### config.mk
export PLATFORM = sky130hd
export DESIGN_NAME = trc_tx_clock_rate_control
export DESIGN_NICKNAME = d
export VERILOG_FILES = /design/src/core/trc_pkg.sv /design/src/core/trc_tx_clock_rate_control.sv
export SDC_FILE = /design/constraint.sdc
export NUM_CORES = 1
export LEC_CHECK = 0
export BUFFER_PORTS_ARGS = -buffer_cell sky130_fd_sc_hd__buf_2
export CORE_MARGIN = 10
export CORE_UTILIZATION = 54
export CTS_BUF_LIST = sky130_fd_sc_hd__clkbuf_16
export CTS_CLUSTER_DIAMETER = 80
export DETAILED_ROUTE_END_ITERATION = 6
export PLACE_DENSITY = 0.86
export SLEW_MARGIN = 5
export SYNTH_ARGS = -nofsm -noshare
export SYNTH_HDL_FRONTEND = slang
export SYNTH_SLANG_ARGS = --single-unit
### constraint.sdc
create_clock -name sys_clk -period 6.7 [get_ports sys_clk]
set_input_delay 0.67 -clock sys_clk [delete_from_list [all_inputs] [get_ports sys_clk]]
set_output_delay 0.67 -clock sys_clk [all_outputs]
set_load 0.1 [all_outputs]
### src/core/trc_pkg.sv
// Overview of operation
// - With the rate select high the serial bit clock multiplier is twenty.
// - With the rate select low the serial bit clock multiplier is ten.
// - The true and complement transmit clock follows the reference when rate is low and doubles it when high.
// - With receive clocking from the reference and rate high, both receive clocks follow the reference as half rate; the code keeps them at full rate.
// - With receive clocking from the reference and rate low, both receive clocks follow the reference as full rate.
// - While phase-align reset is low the input clock phase keeps being measured; when high it is held.
// - The two three-level mode selects pick one of nine transmit modes.
// - A three-level select decodes as low, mid or high, and a floating one counts as mid.
// - The input register loads on reference rises when the source select is low, else on input clock rises.
package trc_pkg;
    typedef enum logic [1:0] {
        TRC_LVL_LOW   = 2'h0,
        TRC_LVL_MID   = 2'h1,
        TRC_LVL_HIGH  = 2'h2,
        TRC_LVL_FLOAT = 2'h3
    } trc_level_t;

    localparam logic [11:0] OFS_CTRL   = 12'h000;
    localparam logic [11:0] OFS_STATUS = 12'h004;
    localparam logic [11:0] OFS_WORD   = 12'h008;

    localparam int CTRL_RATE_BIT   = 0;
    localparam int CTRL_RXSRC_LSB  = 2;
    localparam int CTRL_TXSRC_LSB  = 4;
    localparam int CTRL_MODE0_LSB  = 6;
    localparam int CTRL_MODE1_LSB  = 8;
    localparam int CTRL_PARST_BIT  = 10;

    localparam int STAT_MULT_LSB   = 0;
    localparam int STAT_INVAL_BIT  = 5;
    localparam int STAT_MODE_LSB   = 6;
    localparam int STAT_LOCK_BIT   = 10;
    localparam int STAT_RXHALF_BIT = 11;
    localparam int STAT_PHASE_LSB  = 16;

    localparam logic [10:0] CTRL_RESET = 11'h3FC;
    localparam logic [4:0]  MULT_LOW   = 5'h0A;
    localparam logic [4:0]  MULT_HIGH  = 5'h14;
    localparam logic [3:0]  MODE_RADIX = 4'h3;
    localparam int          WORD_W     = 10;
endpackage

### src/core/trc_tx_clock_rate_control.sv
// The APB interface to the registers and the register offsets were left to the implementer.
`timescale 1ns/1ps
`default_nettype none
module trc_tx_clock_rate_control #(
    parameter int CNT_W   = 8,
    parameter int PHASE_W = 8
) (
    input  wire logic                      sys_clk,
    input  wire logic                      rst,
    input  wire logic                      ce,
    input  wire logic                      psel,
    input  wire logic                      penable,
    input  wire logic                      pwrite,
    input  wire logic [11:0]               paddr,
    input  wire logic [31:0]               pwdata,
    output logic      [31:0]               prdata,
    output logic                           pready,
    output logic                           pslverr,
    input  wire logic                      reference_clock_in,
    input  wire logic                      tx_input_clock,
    input  wire logic [trc_pkg::WORD_W-1:0] tx_data_in,
    output logic                           tx_synth_clock_out_p,
    output logic                           tx_synth_clock_out_n,
    output logic                           rx_char_clock_out_p,
    output logic                           rx_char_clock_out_n,
    output logic                           rx_delayed_reference_out,
    output logic                           rx_delayed_reference_out_oe_n,
    output logic [4:0]                     tx_pll_multiplier,
    output logic [3:0]                     tx_mode_index,
    output logic                           tx_config_invalid,
    output logic [trc_pkg::WORD_W-1:0]     tx_input_word
);
    // Refuse widths the period counter and phase field cannot serve
    if (CNT_W < 4 || PHASE_W < 1 || PHASE_W > CNT_W || PHASE_W > 16) begin : g_bad_param
        $error("trc: unsupported CNT_W or PHASE_W");
    end

    typedef enum logic {TRC_ADJUST = 1'b0, TRC_LOCKED = 1'b1} trc_phase_st_t;

    logic [10:0]              ctrl_r;
    logic                     ref_d_r;
    logic                     txc_d_r;
    logic [CNT_W-1:0]         cnt_r;
    logic [CNT_W-1:0]         period_r;
    logic [CNT_W-1:0]         sub_r;
    logic [1:0]               tgl_r;
    logic                     dbl_r;
    logic                     txo_r;
    logic                     rxo_r;
    logic                     rxd_r;
    logic [PHASE_W-1:0]       phase_r;
    trc_phase_st_t            st_r;
    logic [trc_pkg::WORD_W-1:0] word_r;

    // Floating code is taken as mid
    function automatic logic [1:0] trc_decode(input logic [1:0] code);
        trc_decode = (code == trc_pkg::TRC_LVL_FLOAT) ? 2'(trc_pkg::TRC_LVL_MID) : code;
    endfunction

    wire       rate     = ctrl_r[trc_pkg::CTRL_RATE_BIT];
    wire [1:0] rxsrc    = trc_decode(ctrl_r[trc_pkg::CTRL_RXSRC_LSB +: 2]);
    wire [1:0] txsrc    = trc_decode(ctrl_r[trc_pkg::CTRL_TXSRC_LSB +: 2]);
    wire [1:0] mode0    = trc_decode(ctrl_r[trc_pkg::CTRL_MODE0_LSB +: 2]);
    wire [1:0] mode1    = trc_decode(ctrl_r[trc_pkg::CTRL_MODE1_LSB +: 2]);
    wire       parst    = ctrl_r[trc_pkg::CTRL_PARST_BIT];
    wire       rx_ref   = (rxsrc == trc_pkg::TRC_LVL_LOW);
    wire       src_ref  = (txsrc == trc_pkg::TRC_LVL_LOW);
    wire       ref_rise = reference_clock_in & ~ref_d_r;
    wire       txc_rise = tx_input_clock & ~txc_d_r;
    wire [CNT_W-1:0] quarter = period_r >> 2;
    wire       sub_hit  = (quarter != '0) && (sub_r + 1'b1 >= quarter) && (tgl_r != 2'h3);
    wire       load_en  = src_ref ? ref_rise : txc_rise;

    assign tx_pll_multiplier = rate ? trc_pkg::MULT_HIGH : trc_pkg::MULT_LOW;
    assign tx_mode_index     = 4'(mode1 * trc_pkg::MODE_RADIX) + 4'(mode0);
    assign tx_config_invalid = rate & ~src_ref;

    wire bus_acc  = psel & penable;
    wire hit_ctrl = (paddr == trc_pkg::OFS_CTRL);
    wire hit_stat = (paddr == trc_pkg::OFS_STATUS);
    wire hit_word = (paddr == trc_pkg::OFS_WORD);
    wire mapped   = hit_ctrl | hit_stat | hit_word;
    wire wr_ctrl  = bus_acc & pwrite & hit_ctrl & ce;

    wire [31:0] status_word = (32'(tx_pll_multiplier) << trc_pkg::STAT_MULT_LSB)
                            | (32'(tx_config_invalid) << trc_pkg::STAT_INVAL_BIT)
                            | (32'(tx_mode_index) << trc_pkg::STAT_MODE_LSB)
                            | (32'(st_r == TRC_LOCKED) << trc_pkg::STAT_LOCK_BIT)
                            | (32'(rx_ref & rate) << trc_pkg::STAT_RXHALF_BIT)
                            | (32'(phase_r) << trc_pkg::STAT_PHASE_LSB);

    assign pready  = 1'b1;
    assign pslverr = bus_acc & ~mapped;
    assign prdata  = hit_ctrl ? 32'(ctrl_r) : hit_stat ? status_word : hit_word ? 32'(word_r) : 32'h0000_0000;

    always_ff @(posedge sys_clk or posedge rst) begin
        if (rst) begin
            ctrl_r <= trc_pkg::CTRL_RESET;
        end else if (wr_ctrl) begin
            ctrl_r <= pwdata[10:0];
        end
    end

    // Reference period measurement drives the doubled clock
    always_ff @(posedge sys_clk or posedge rst) begin
        if (rst) begin
            ref_d_r  <= 1'b0;
            txc_d_r  <= 1'b0;
            cnt_r    <= '0;
            period_r <= '0;
            sub_r    <= '0;
            tgl_r    <= 2'h0;
            dbl_r    <= 1'b0;
        end else if (ce) begin
            ref_d_r <= reference_clock_in;
            txc_d_r <= tx_input_clock;
            if (ref_rise) begin
                cnt_r    <= '0;
                period_r <= cnt_r + 1'b1;
                sub_r    <= '0;
                tgl_r    <= 2'h0;
                dbl_r    <= 1'b1;
            end else begin
                cnt_r <= (cnt_r == '1) ? cnt_r : cnt_r + 1'b1;
                if (sub_hit) begin
                    sub_r <= '0;
                    tgl_r <= tgl_r + 1'b1;
                    dbl_r <= ~dbl_r;
                end else begin
                    sub_r <= sub_r + 1'b1;
                end
            end
        end
    end

    always_ff @(posedge sys_clk or posedge rst) begin
        if (rst) begin
            txo_r <= 1'b0;
            rxo_r <= 1'b0;
            rxd_r <= 1'b0;
        end else if (ce) begin
            txo_r <= rate ? dbl_r : reference_clock_in;
            rxo_r <= rx_ref & reference_clock_in;
            rxd_r <= rx_ref & rxo_r;
        end
    end

    assign tx_synth_clock_out_p          = txo_r;
    assign tx_synth_clock_out_n          = ~txo_r;
    assign rx_char_clock_out_p           = rxo_r;
    assign rx_char_clock_out_n           = rx_ref & ~rxo_r;
    assign rx_delayed_reference_out      = rxd_r;
    assign rx_delayed_reference_out_oe_n = ~rx_ref;

    always_ff @(posedge sys_clk or posedge rst) begin
        if (rst) begin
            st_r    <= TRC_ADJUST;
            phase_r <= '0;
        end else if (ce) begin
            case (st_r)
                TRC_ADJUST: begin
                    if (txc_rise) begin
                        phase_r <= cnt_r[PHASE_W-1:0];
                    end
                    if (parst) begin
                        st_r <= TRC_LOCKED;
                    end
                end
                TRC_LOCKED: begin
                    if (!parst) begin
                        st_r <= TRC_ADJUST;
                    end
                end
                default: st_r <= TRC_ADJUST;
            endcase
        end
    end

    always_ff @(posedge sys_clk or posedge rst) begin
        if (rst) begin
            word_r <= '0;
        end else if (ce && load_en) begin
            word_r <= tx_data_in;
        end
    end
    assign tx_input_word = word_r;
endmodule // trc_tx_clock_rate_control
`default_nettype wire

==> results of run 1 <==
## power by group
group | internal (mW) | switching, mW
registers | 0.415 | 0.0471
clock network | 0.279 | 0.148
logic | 0.120 | 0.285
## worst reg2reg max path, cell delays in order, from the launching register on
cell     delay, ns
dfrtp_1       0.43
and3_1        0.23
and3_1        0.27
xor2_1        0.21
ha_1          0.27
a221o_1       0.37
o31ai_4       0.32
a21oi_2       0.13
mux2_2        0.27
## layer usage
layer | wire length, µm | part of all wire [%] | global-route usage, %
met1 | 3555 | 40 | 20.28
met2 | 4376 | 49 | 29.81
met3 | 778 | 8.7 | 6.713
met4 | 239 | 2.7 | 6.725
met5 | 0 | 0 | 0
## logic make-up (layout without fill, tap and decap cells)
| group | after synthesis | count (layout) | share of synthesized area [%] |
|---|---|---|---|
| XOR/XNOR | 12 | 12 | 3.079 |
| other | 2 | 14 | 0.2200 |
| multiplexers | 38 | 38 | 12.32 |
| flip-flops | 60 | 60 | 44.28 |
| buffers and inverters | 52 | 124 | 7.771 |
| AO/OA/AOI/OAI | 66 | 66 | 12.68 |
| AND/OR/NAND/NOR | 98 | 98 | 14.66 |
| adder cells (fa/ha/maj) | 13 | 13 | 4.985 |
## cell type report
cell class                      count  share of cell area [%]
Clock buffer                        9                   5.513
Clock inverter                      7                   1.286
Multi-Input combinational cell    241                   41.16
Tap cell                           75                   2.297
Sequential cell                    60                   37.00
Timing Repair Buffer               88                   10.90
Inverter                           20                   1.838
## Yosys cell counts (8+ instances only)
library cell   n  area [µm²]
o21ai_0       29       145.1
xnor2_1        8       70.07
buf_4         18       135.1
dfstp_2        8       210.2
inv_1         19       71.32
nand2_1       37       138.9
a21oi_1        9       45.04
clkbuf_1      11       41.29
dfrtp_1       52        1301
mux2_2        31       349.1
and3_1        14       87.58
ha_1          12       150.1
nor2_1        17       63.81
## sequential cells by signal, indices dropped and copies added (netlist names)
register	count
ctrl_r	11
tx_input_word	10
cnt_r	8
phase_r	8
sub_r	8
period_r	6
tgl_r	2
dbl_r	1
ref_d_r	1
rx_char_clock_out_p	1
rx_delayed_reference_out	1
st_r	1
tx_synth_clock_out_p	1
txc_d_r	1
## worst min path at each step
stage                                  start                        to  slack (ns)  cells past startpoint
floorplan                        period_r[6]               period_r[6]        0.45                      2
global placement    rx_delayed_reference_out  rx_delayed_reference_out        0.46                      1
detailed placement               period_r[7]               period_r[7]        0.47                      2
CTS                                 tgl_r[0]                  tgl_r[0]        0.48                      1
global route                        tgl_r[0]                  tgl_r[0]        0.51                      1
finish                              tgl_r[0]                  tgl_r[0]        0.48                      1
## per-stage QoR
| stage | instances | util (%) |
|---|---|---|
| final | 500 | 67.79 |
| after floorplan | 353 | - |
| after global placement | 484 | 63.19 |
| after CTS | 500 | 67.79 |
| after global routing | 500 | 67.79 |
| after detailed placement | 484 | 63.19 |
==> results.md, run 1 <==
* Worst-skew pair later-pin latency at ~0.32 ns
* Clk_skew at 0.007380 ns
* CTS tree: yes
* Hold Path Class: register to register
* Worst Setup EP: prdata[0]
* Largest net degree at the start of global routing at 61
* Setup CP Type: primary input to output port
* Grt total ovfl at 0
* Slowest CP cell: nor4_2
* Gr usage total at 17.85%
* Die X at roughly 100 µm
* Async SR Flop Fraction at 100.0%
* Worst reg2reg endpoint: dbl_r
* Detailed-route via count at between 2000 and 3000
* 1st-pass router iterations at 5
* WP data required at approximately 6 ns
* Fill count at around 460
* #FFs+latches synth at 60
* Synth Warn # at 0
* Layout area overhead at 19.68%
* ANT nets after route at 0
* Initial core utilization at 56.64%
* Avg Cell Area, Syn at between 10 and 15 µm²
* EDFF count, synth at 0
* Final WS setup at 3.036 ns
* Total power at 1.293 mW
* CP Capture Type: output port
* Area of the multi-input gates at 0.001682 mm²
* Sequential area share after synthesis at about 44%
* Crit. Startpoint: paddr[5]
* I/O Buffers at 86
* Largest stage delay, worst path at ~0.8 ns
* Prevailing post-synth register cell: dfrtp_1
* WL final at just under 9 mm
* Via-per-instance ratio at roughly 5.6
* Setup TNS at 0 ns
* Rows at 28
* Final HPWL DP at around 6.7 mm
* Clk buf depth at 2
* Drc violations at 0
* Cell count after synthesis at roughly 340
* Fin. max-slew vios at 0
* Reg area at approximately 0.0015 mm²
* Clock transition at path regs at about 0.050 ns
* Initial antenna violation count at 0
* CTS H-tree depth at 3
* Die height at 99.51 µm
* Most common cell after layout, fill and taps aside: buf_2
* # hold bufs at CTS at 0
* Vias in the first global route at 2907
* Final period util at between 50% and 60%
* DP Worst Slack at between 3 and 4 ns
* Post-Synthesis Cell Area at around 0.0034 mm²
* Die area at 0.009901 mm²
* Fin. Hold Viols at 0
* Worst R2R Start: sub_r[2]
* Final hold slack at ~0.48 ns
* Maxcap violations at 0
* Placed cell area at about 0.0038 mm²
* Final setup violation count at 0
* Iter 0 DRT Violations at 160
* Worst Setup Start Kind: primary input
* Minimum clock period at around 3.7 ns
* Post CTS Setup Buffer Count at 0
* Leak at 2.071 nW
* Final nets at 495
* Critical path cell sequence: buf_2 -> nor4_1 -> nand2_1 -> nor4_2 -> nand2_1 -> o21ai_0 -> buf_2
* Root Driver: clkbuf_16
* Post-CTS Resized at 0
* Pwr dens at 316.6 mW/mm²
* Worst path bufs/invs at 2
* ANT cells at 0
* Total core area at 0.006026 mm²
* Critical Path Stages at 7
* Reg2Reg Depth at 8
* First-pass GRT wire length at 14.45 mm
* Routed length per placed instance at 17.90 µm
* Actual slew at the worst max-slew pin at slightly above 1 ns
* Design area at around 0.0041 mm²
* Delay-heaviest family, CP: simple AND/OR/NAND/NOR gates
* TritonCTS Buffers at 9
* RSZ-0062 raised after global routing: no
* Layout cell share with drive strength beyond 1 at a little over a third
* Crit path max fanout at 12
* Routability cong. at roughly 0.86
* Crit path DAT at roughly 3 ns
* R2r setup slk at around 4 ns
* Outcome: completed
* Slew margin rel. at a little under a third
* Peak Freq at around 270 MHz
* Yosys cell types at 51
* Io pins at about 120
* Peak supply drop at 0.0003291 V
* Sink Count at 60
* Commonest non-fill, non-tap cells in the layout: 86 x buf_2, 52 x dfrtp_1, 37 x nand2_1
No activity file was read; power rests on OpenSTA's default activity.
==> run 2: changes to the inputs <==
--- a/config.mk
+++ b/config.mk
@@ -5,13 +5,14 @@
 export SDC_FILE = /design/constraint.sdc
 export NUM_CORES = 1
 export LEC_CHECK = 0
+export ABC_AREA = 1
 export BUFFER_PORTS_ARGS = -buffer_cell sky130_fd_sc_hd__buf_2
 export CORE_MARGIN = 10
-export CORE_UTILIZATION = 54
+export CORE_UTILIZATION = 51
 export CTS_BUF_LIST = sky130_fd_sc_hd__clkbuf_16
 export CTS_CLUSTER_DIAMETER = 80
 export DETAILED_ROUTE_END_ITERATION = 6
-export PLACE_DENSITY = 0.86
+export PLACE_DENSITY = 0.81
 export SLEW_MARGIN = 5
 export SYNTH_ARGS = -nofsm -noshare
 export SYNTH_HDL_FRONTEND = slang
==> constraint.sdc (replaced) <==
create_clock -name sys_clk -period 3.4 [get_ports sys_clk]
set_input_delay 0.34 -clock sys_clk [delete_from_list [all_inputs] [get_ports sys_clk]]
set_output_delay 0.34 -clock sys_clk [all_outputs]
set_load 0.1 [all_outputs]
==> results.md, run 2 <==
* Outcome: completed (unchanged)
* Clock power share at 35.2% (was 33.0%)
* Rows at 30 (was 28)
* Post-synthesis xor/xnor area fraction at 2.229% (was 3.079%)
* Pwr dens at 630.3 mW/mm² (was 316.6 mW/mm²)
* EDFF count, synth at 0 (unchanged)
* Peak supply drop at 0.0004314 V (was 0.0003291 V)
* RSZ-0062 raised after global routing: no (unchanged)
* WP data required at 3.06 ns (was 6.03 ns)
* Final HPWL DP at 6.947 mm (was 6.653 mm)
* Avg Cell Area, Syn at 7.931 µm² (was 10.01 µm²)
* Post-synthesis adder-cell area fraction at 4.811% (was 4.985%)
* Reg area at 0.001511 mm² (unchanged)
* Routed length per placed instance at 15.22 µm (was 17.90 µm)
* Die height at 103.3 µm (was 99.51 µm)
* Critical path cell sequence: inv_1 -> nor2_1 -> ha_1 -> ha_1 -> inv_1 -> fa_1 -> clkinvlp_4 -> a31oi_1 -> a22oi_2 -> buf_2 (was buf_2 -> nor4_1 -> nand2_1 -> nor4_2 -> nand2_1 -> o21ai_0 -> buf_2)
* Largest family of logic cells by synthesized area: simple AND/OR/NAND/NOR gates (unchanged)
* Maxcap violations at 0 (unchanged)
* Setup TNS at 0 ns (unchanged)
* Slew margin rel. at 36.45% (was 30.59%)
* Commonest cells in the netlist: 101 x nand2_1, 69 x inv_1, 52 x dfrtp_1 (was 52 x dfrtp_1, 37 x nand2_1, 31 x mux2_2)
* Post-synthesis mux area share at 0% (was 12.32%)
* Detailed-route via count at 3115 (was 2798)
* Top-count cell post-synth: nand2_1 (was dfrtp_1)
* Actual slew at the worst max-slew pin at 0.9519 ns (was 1.033 ns)
* Crit path max fanout at 3 (was 12)
* Io pins at 122 (unchanged)
* WL final at 9.271 mm (was 8.949 mm)
* CP Capture Type: output port (unchanged)
* Synth area leader: dfrtp_1 (unchanged)
* Root Driver: clkbuf_16 (unchanged)
* Post CTS Setup Buffer Count at 0 (unchanged)
* Final setup violation count at 0 (unchanged)
* Reg2Reg Depth at 13 (was 8)
* Largest net degree at the start of global routing at 47 (was 61)
* I/O Buffers at 86 (unchanged)
* Die area at 0.01067 mm² (was 0.009901 mm²)
* Layout area overhead at 20.30% (was 19.68%)
* Synth Area in Simple Gates at 21.65% (was 14.66%)
* Sw Share at 38.33% (was 37.11%)
* Prevailing post-synth register cell: dfrtp_1 (unchanged)
* CTS tree: yes (unchanged)
* Sequential area share after synthesis at 42.73% (was 44.28%)
* ANT nets after route at 0 (unchanged)
* Pint at 1.654 mW (was 813.5 µW)
* Number of flip-flops in the largest register at 11 (unchanged)
* Vias in the first global route at 3212 (was 2907)
* Reg power frac at 33.4% (was 35.7%)
* R2r setup slk at 0.93 ns (was 4.09 ns)
* Final period util at between 90 and 100%
* Sink Count at 60 (unchanged)
* Worst-skew pair later-pin latency at 0.33 ns (was 0.32 ns)
* Post-CTS Resized at 0 (unchanged)
* Worst reg2reg endpoint: tgl_r[0] (was dbl_r)
* DP Worst Slack at 0.6376 ns (was 3.151 ns)
* Initial antenna violation count at 0 (unchanged)
* 1st-pass router iterations at 5 (unchanged)
* Commonest non-fill, non-tap cells in the layout: 101 x nand2_1, 86 x buf_2, 67 x inv_1 (was 86 x buf_2, 52 x dfrtp_1, 37 x nand2_1)
* Post-Route Utilization at 62.98% (was 67.79%)
* Hold Path Class: primary input to async pin (was register to register)
* Area of the multi-input gates at 0.001603 mm² (was 0.001682 mm²)
* Yosys top cell area share at 36.79% (was 38.12%)
* #FFs+latches synth at 60 (unchanged)
* Post-Synthesis Cell Area at 0.003537 mm² (was 0.003413 mm²)
* Gr usage total at 17.68% (was 17.85%)
* Die X at 103.3 µm (was 99.51 µm)
* Layout cell share with drive strength beyond 1 at 29.11% (was 34.82%)
* Peak Freq at between 300 and 400 MHz
* Minimum clock period at about 3.1 ns
* Final nets at 600 (was 495)
* Slowest CP cell: dfstp_2 (was nor4_2)
* Total power at 2.682 mW (was 1.293 mW)
* Clk_skew at 0.006484 ns (was 0.007380 ns)
* Via-per-instance ratio at 5.115 (was 5.596)
* # hold bufs at CTS at 0 (unchanged)
* Cell count after synthesis at 446 (was 341)
* Fin. Hold Viols at 0 (unchanged)
* Worst R2R Start: sub_r[0] (was sub_r[2])
* Synth top area cells: dfrtp_1 37%, nand2_1 11%, inv_1 7.3% (was dfrtp_1 38%, mux2_2 10%, dfstp_2 6.2%)
* Sw Pwr at 1.028 mW (was 480.0 µW)
* First-pass GRT wire length at 14.93 mm (was 14.45 mm)
* Fill count at 569 (was 461)
* Routability cong. at 0.8644 (was 0.8646)
* Placed cell area at 0.003949 mm² (was 0.003807 mm²)
* Yosys cell types at 39 (was 51)
* Drc violations at 0 (unchanged)
* TritonCTS Buffers at 9 (unchanged)
* Design area at 0.004255 mm² (was 0.004085 mm²)
* Final WS setup at 0.2736 ns (was 3.036 ns)
* Setup CP Type: register to output port (was primary input to output port)
* ANT cells at 0 (unchanged)
* Reg with most FFs: ctrl_r (unchanged)
* Clk buf depth at 2 (unchanged)
* Iter 0 DRT Violations at 191 (was 160)
* Leak at 2.288 nW (was 2.071 nW)
* Worst Setup Start Kind: register (was primary input)
* Combinational power share at 31.4% (was 31.3%)
* CTS H-tree depth at 3 (unchanged)
* Initial core utilization at 52.35% (was 56.64%)
* Total core area at 0.006756 mm² (was 0.006026 mm²)
* Compound-Gate Fraction of Synth Area at 14.47% (was 12.68%)
* Fin. max-slew vios at 0 (unchanged)
* Crit path DAT at 2.79 ns (was 2.99 ns)
* Grt total ovfl at 0 (unchanged)
* Largest stage delay, worst path at 0.51 ns (was 0.79 ns)
* Most common cell after layout, fill and taps aside: nand2_1 (was buf_2)
* Clock transition at path regs at 0.05 ns (about the same)
* Synth Warn # at 0 (unchanged)
* Async SR Flop Fraction at 100.0% (unchanged)
run 2: through the flow:
stage | hold slack (ns) | cells
6_report | 0.2177 | 609
2_1_floorplan | 0.4459 | 458
4_1_cts | 0.2155 | 609
3_3_place_gp | 0.4614 | 594
3_5_place_dp | 0.4720 | 594
5_1_grt | 0.2237 | 609
run 2: final cells by class:
class	instances	area share, %
clock buffer	9	5.293
clock inverter	6	1.911
tap	80	2.352
multi-input combinational	292	37.67
sequential	60	35.52
timing repair buffer	89	10.64
inverter	73	6.616
run 2: worst max path at each step:
stage	end	from	slack [ns]
4_1_cts	prdata[8]	ctrl_r[7]	0.28
2_1_floorplan	prdata[5]	ctrl_r[0]	-0.43
3_3_place_gp	prdata[8]	ctrl_r[7]	0.70
6_report	prdata[8]	ctrl_r[7]	0.27
5_1_grt	prdata[8]	ctrl_r[7]	0.16
3_5_place_dp	prdata[8]	ctrl_r[7]	0.64
run 2: logic make-up (layout without fill, tap and decap cells):
logic type / count (synthesis) / in the layout
simple gates: 176 / 176
compound gates: 80 / 80
fa+ha+maj: 13 / 13
xor+xnor: 9 / 9
other cells: 2 / 14
buf+inv: 106 / 177
flops: 60 / 60
run 2: power groups by stage:
| stage | logic [mW] | clock network (mW) | registers [mW] |
|---|---|---|---|
| 2_1_floorplan | 0.506 | 0 | 1.10 |
| 3_3_place_gp | 0.814 | 0 | 0.898 |
| 3_5_place_dp | 0.834 | 0 | 0.905 |
| 4_1_cts | 0.850 | 0.953 | 0.894 |
| 5_1_grt | 0.939 | 0.985 | 0.913 |
| 6_report | 0.843 | 0.943 | 0.896 |
run 2: worst max-delay path, delay by kind of cell, from the launching register on:
family	cells	cell delay (ns)
and+or+nand+nor	1	0.10
AOI/OAI and AO/OA	2	0.26
adders and majority gates	3	0.88
buffers and inverters	4	0.70
DFF	1	0.51
run 2: per-layer routing:
layer | vias to the layer above | wire [µm] | GRT usage, %
met3 | 22 | 698 | 5.183
met2 | 127 | 4589 | 29.45
met1 | 1440 | 3774 | 20.75
li1 | 1526 | - | -
met4 | 0 | 208 | 7.594
met5 | - | 0 | 0
==> run 3: changes to the inputs <==
--- a/config.mk
+++ b/config.mk
@@ -7,12 +7,14 @@
 export LEC_CHECK = 0
 export ABC_AREA = 1
 export BUFFER_PORTS_ARGS = -buffer_cell sky130_fd_sc_hd__buf_2
+export CELL_PAD_IN_SITES_DETAIL_PLACEMENT = 1
+export CELL_PAD_IN_SITES_GLOBAL_PLACEMENT = 2
 export CORE_MARGIN = 10
-export CORE_UTILIZATION = 51
+export CORE_UTILIZATION = 28
 export CTS_BUF_LIST = sky130_fd_sc_hd__clkbuf_16
 export CTS_CLUSTER_DIAMETER = 80
 export DETAILED_ROUTE_END_ITERATION = 6
-export PLACE_DENSITY = 0.81
+export PLACE_DENSITY = 0.89
 export SLEW_MARGIN = 5
 export SYNTH_ARGS = -nofsm -noshare
 export SYNTH_HDL_FRONTEND = slang
==> results.md, run 3 (synthesis gave the netlist of run 2 again) <==
* Outcome: completed (unchanged)
* Crit path max fanout at 3 (unchanged)
* Vias in the first global route at 3507 (was 3212)
* Post-Route Utilization at 35.22% (was 62.98%)
* Reg2Reg Depth at 16 (was 13)
* First-pass GRT wire length at 17.70 mm (was 14.93 mm)
* Layout area overhead at 21.58% (was 20.30%)
* Clock transition at path regs at 0.05 ns (about the same)
* Die height at 132.4 µm (was 103.3 µm)
* Leak at 2.255 nW (was 2.288 nW)
* I/O Buffers at 86 (unchanged)
* ANT nets after route at 0 (unchanged)
* Reg area at 0.001511 mm² (unchanged)
* Final hold slack at 0.001714 ns (was 0.2177 ns)
* WL final at 10.68 mm (was 9.271 mm)
* Placed Instances at 681 (was 594)
* Fill count at 1563 (was 569)
* Slew margin rel. at 58.04% (was 36.45%)
* Final nets at 599 (was 600)
* Detailed-route via count at 3110 (was 3115)
* Fin. Hold Viols at 0 (unchanged)
* Commonest non-fill, non-tap cells in the layout: 101 x nand2_1, 86 x buf_2, 67 x inv_1 (unchanged)
* # hold bufs at CTS at 0 (unchanged)
* Iter 0 DRT Violations at 76 (was 191)
* Peak Freq at 315.2 MHz (was 319.9 MHz)
* TritonCTS Buffers at 9 (unchanged)
* Post-CTS Resized at 0 (unchanged)
* Total core area at 0.01221 mm² (was 0.006756 mm²)
* Largest net degree at the start of global routing at 44 (was 47)
* 1st-pass router iterations at 4 (was 5)
* Initial core utilization at 28.97% (was 52.35%)
* Die area at 0.01753 mm² (was 0.01067 mm²)
* Worst-skew pair later-pin latency at 0.33 ns (about the same)
* Die X at 132.4 µm (was 103.3 µm)
* Final HPWL DP at 8.405 mm (was 6.947 mm)
* Initial antenna violation count at 0 (unchanged)
* Reg with most FFs: ctrl_r (unchanged)
* ANT cells at 0 (unchanged)
* Hold Path Class: primary input to async pin (unchanged)
* Final Non-Filler Cells at 696 (was 609)
* Via-per-instance ratio at 4.468 (was 5.115)
* DP Worst Slack at 0.5756 ns (was 0.6376 ns)
* Fin. max-slew vios at 0 (unchanged)
* Number of flip-flops in the largest register at 11 (unchanged)
* Rows at 40 (was 30)
* Drc violations at 0 (unchanged)
* Routability cong. at 0.8457 (was 0.8644)
* Final setup violation count at 0 (unchanged)
* RSZ-0062 raised after global routing: no (unchanged)
* Gr usage total at 12.23% (was 17.68%)
* CTS H-tree depth at 3 (unchanged)
* Io pins at 122 (unchanged)
* Clk_skew at 0.006307 ns (was 0.006484 ns)
* CP Capture Type: output port (unchanged)
* Worst Setup Start Kind: register (unchanged)
* Area of the multi-input gates at 0.001603 mm² (unchanged)
* Grt total ovfl at 0 (unchanged)
* Setup TNS at 0 ns (unchanged)
* Most common cell after layout, fill and taps aside: nand2_1 (unchanged)
* Maxcap violations at 0 (unchanged)
* Minimum clock period at 3.173 ns (was 3.126 ns)
* Layout cell share with drive strength beyond 1 at 28.41% (was 29.11%)
* Crit path DAT at 2.83 ns (was 2.79 ns)
* Post CTS Setup Buffer Count at 0 (unchanged)
* WP data required at 3.06 ns (about the same)
* Clk buf depth at 2 (unchanged)
* Final WS setup at 0.2272 ns (was 0.2736 ns)
* Actual slew at the worst max-slew pin at 0.6293 ns (was 0.9519 ns)
* Final period util at 93.32% (was 91.95%)
* Setup CP Type: register to output port (unchanged)
* Root Driver: clkbuf_16 (unchanged)
* Routed length per placed instance at 15.35 µm (was 15.22 µm)
* Pwr dens at 589.1 mW/mm² (was 630.3 mW/mm²)
* Sink Count at 60 (unchanged)
* CTS tree: yes (unchanged)
* Peak supply drop at 0.0003022 V (was 0.0004314 V)
==> run 3: cell type report <==
cell class	count	share of cell area (%)
Clock buffer	9	5.237
Clock inverter	6	0.5528
Inverter	73	6.546
Multi-Input combinational cell	292	37.27
Sequential cell	60	35.15
Tap cell	168	4.888
Timing Repair Buffer	88	10.36
==> run 3: per-stage QoR <==
stage	total power [mW]	instance area, µm²
after global routing	2.689	4300
final	2.533	4300
after floorplan	1.601	3613
after CTS	2.554	4300
after global placement	1.727	4051
after detailed placement	1.767	4051
==> run 3: layer usage <==
layer | part of all wire [%] | vias up | routed length, µm | global-route usage, %
li1 | - | 1524 | - | -
met1 | 41 | 1479 | 4379 | 13.03
met2 | 49 | 88 | 5206 | 20.99
met3 | 8.4 | 19 | 898 | 5.221
met4 | 1.9 | 0 | 199 | 4.523
met5 | 0 | - | 0 | 0
==> run 3: final timing paths <==
path                                          startpoint                       end  slack (ns)
worst max-delay path                           ctrl_r[7]                 prdata[8]        0.23
worst max register to register                  sub_r[0]                  tgl_r[1]        0.78
worst min register to register  rx_delayed_reference_out  rx_delayed_reference_out        0.48
worst min-delay path                                 rst          tx_input_word[9]       0.002
max in group asynchronous                            rst                     dbl_r        2.48
min in group sys_clk                           pwdata[4]                 ctrl_r[4]        0.22
==> run 3: critical path: stages (launching register included) <==
cell	delay, ns
dfstp_2	0.51
inv_1	0.08
nor2_1	0.15
ha_1	0.26
ha_1	0.20
inv_1	0.07
fa_1	0.45
clkinvlp_4	0.09
a31oi_1	0.08
a22oi_2	0.15
buf_2	0.46
==> run 3: power breakdown <==
group	switching (mW)	internal [mW]	leakage, nW
Sequential	0.0808	0.816	0.762
Clock	0.309	0.474	0.126
Combinational	0.647	0.206	1.37
Total	1.04	1.50	2.26
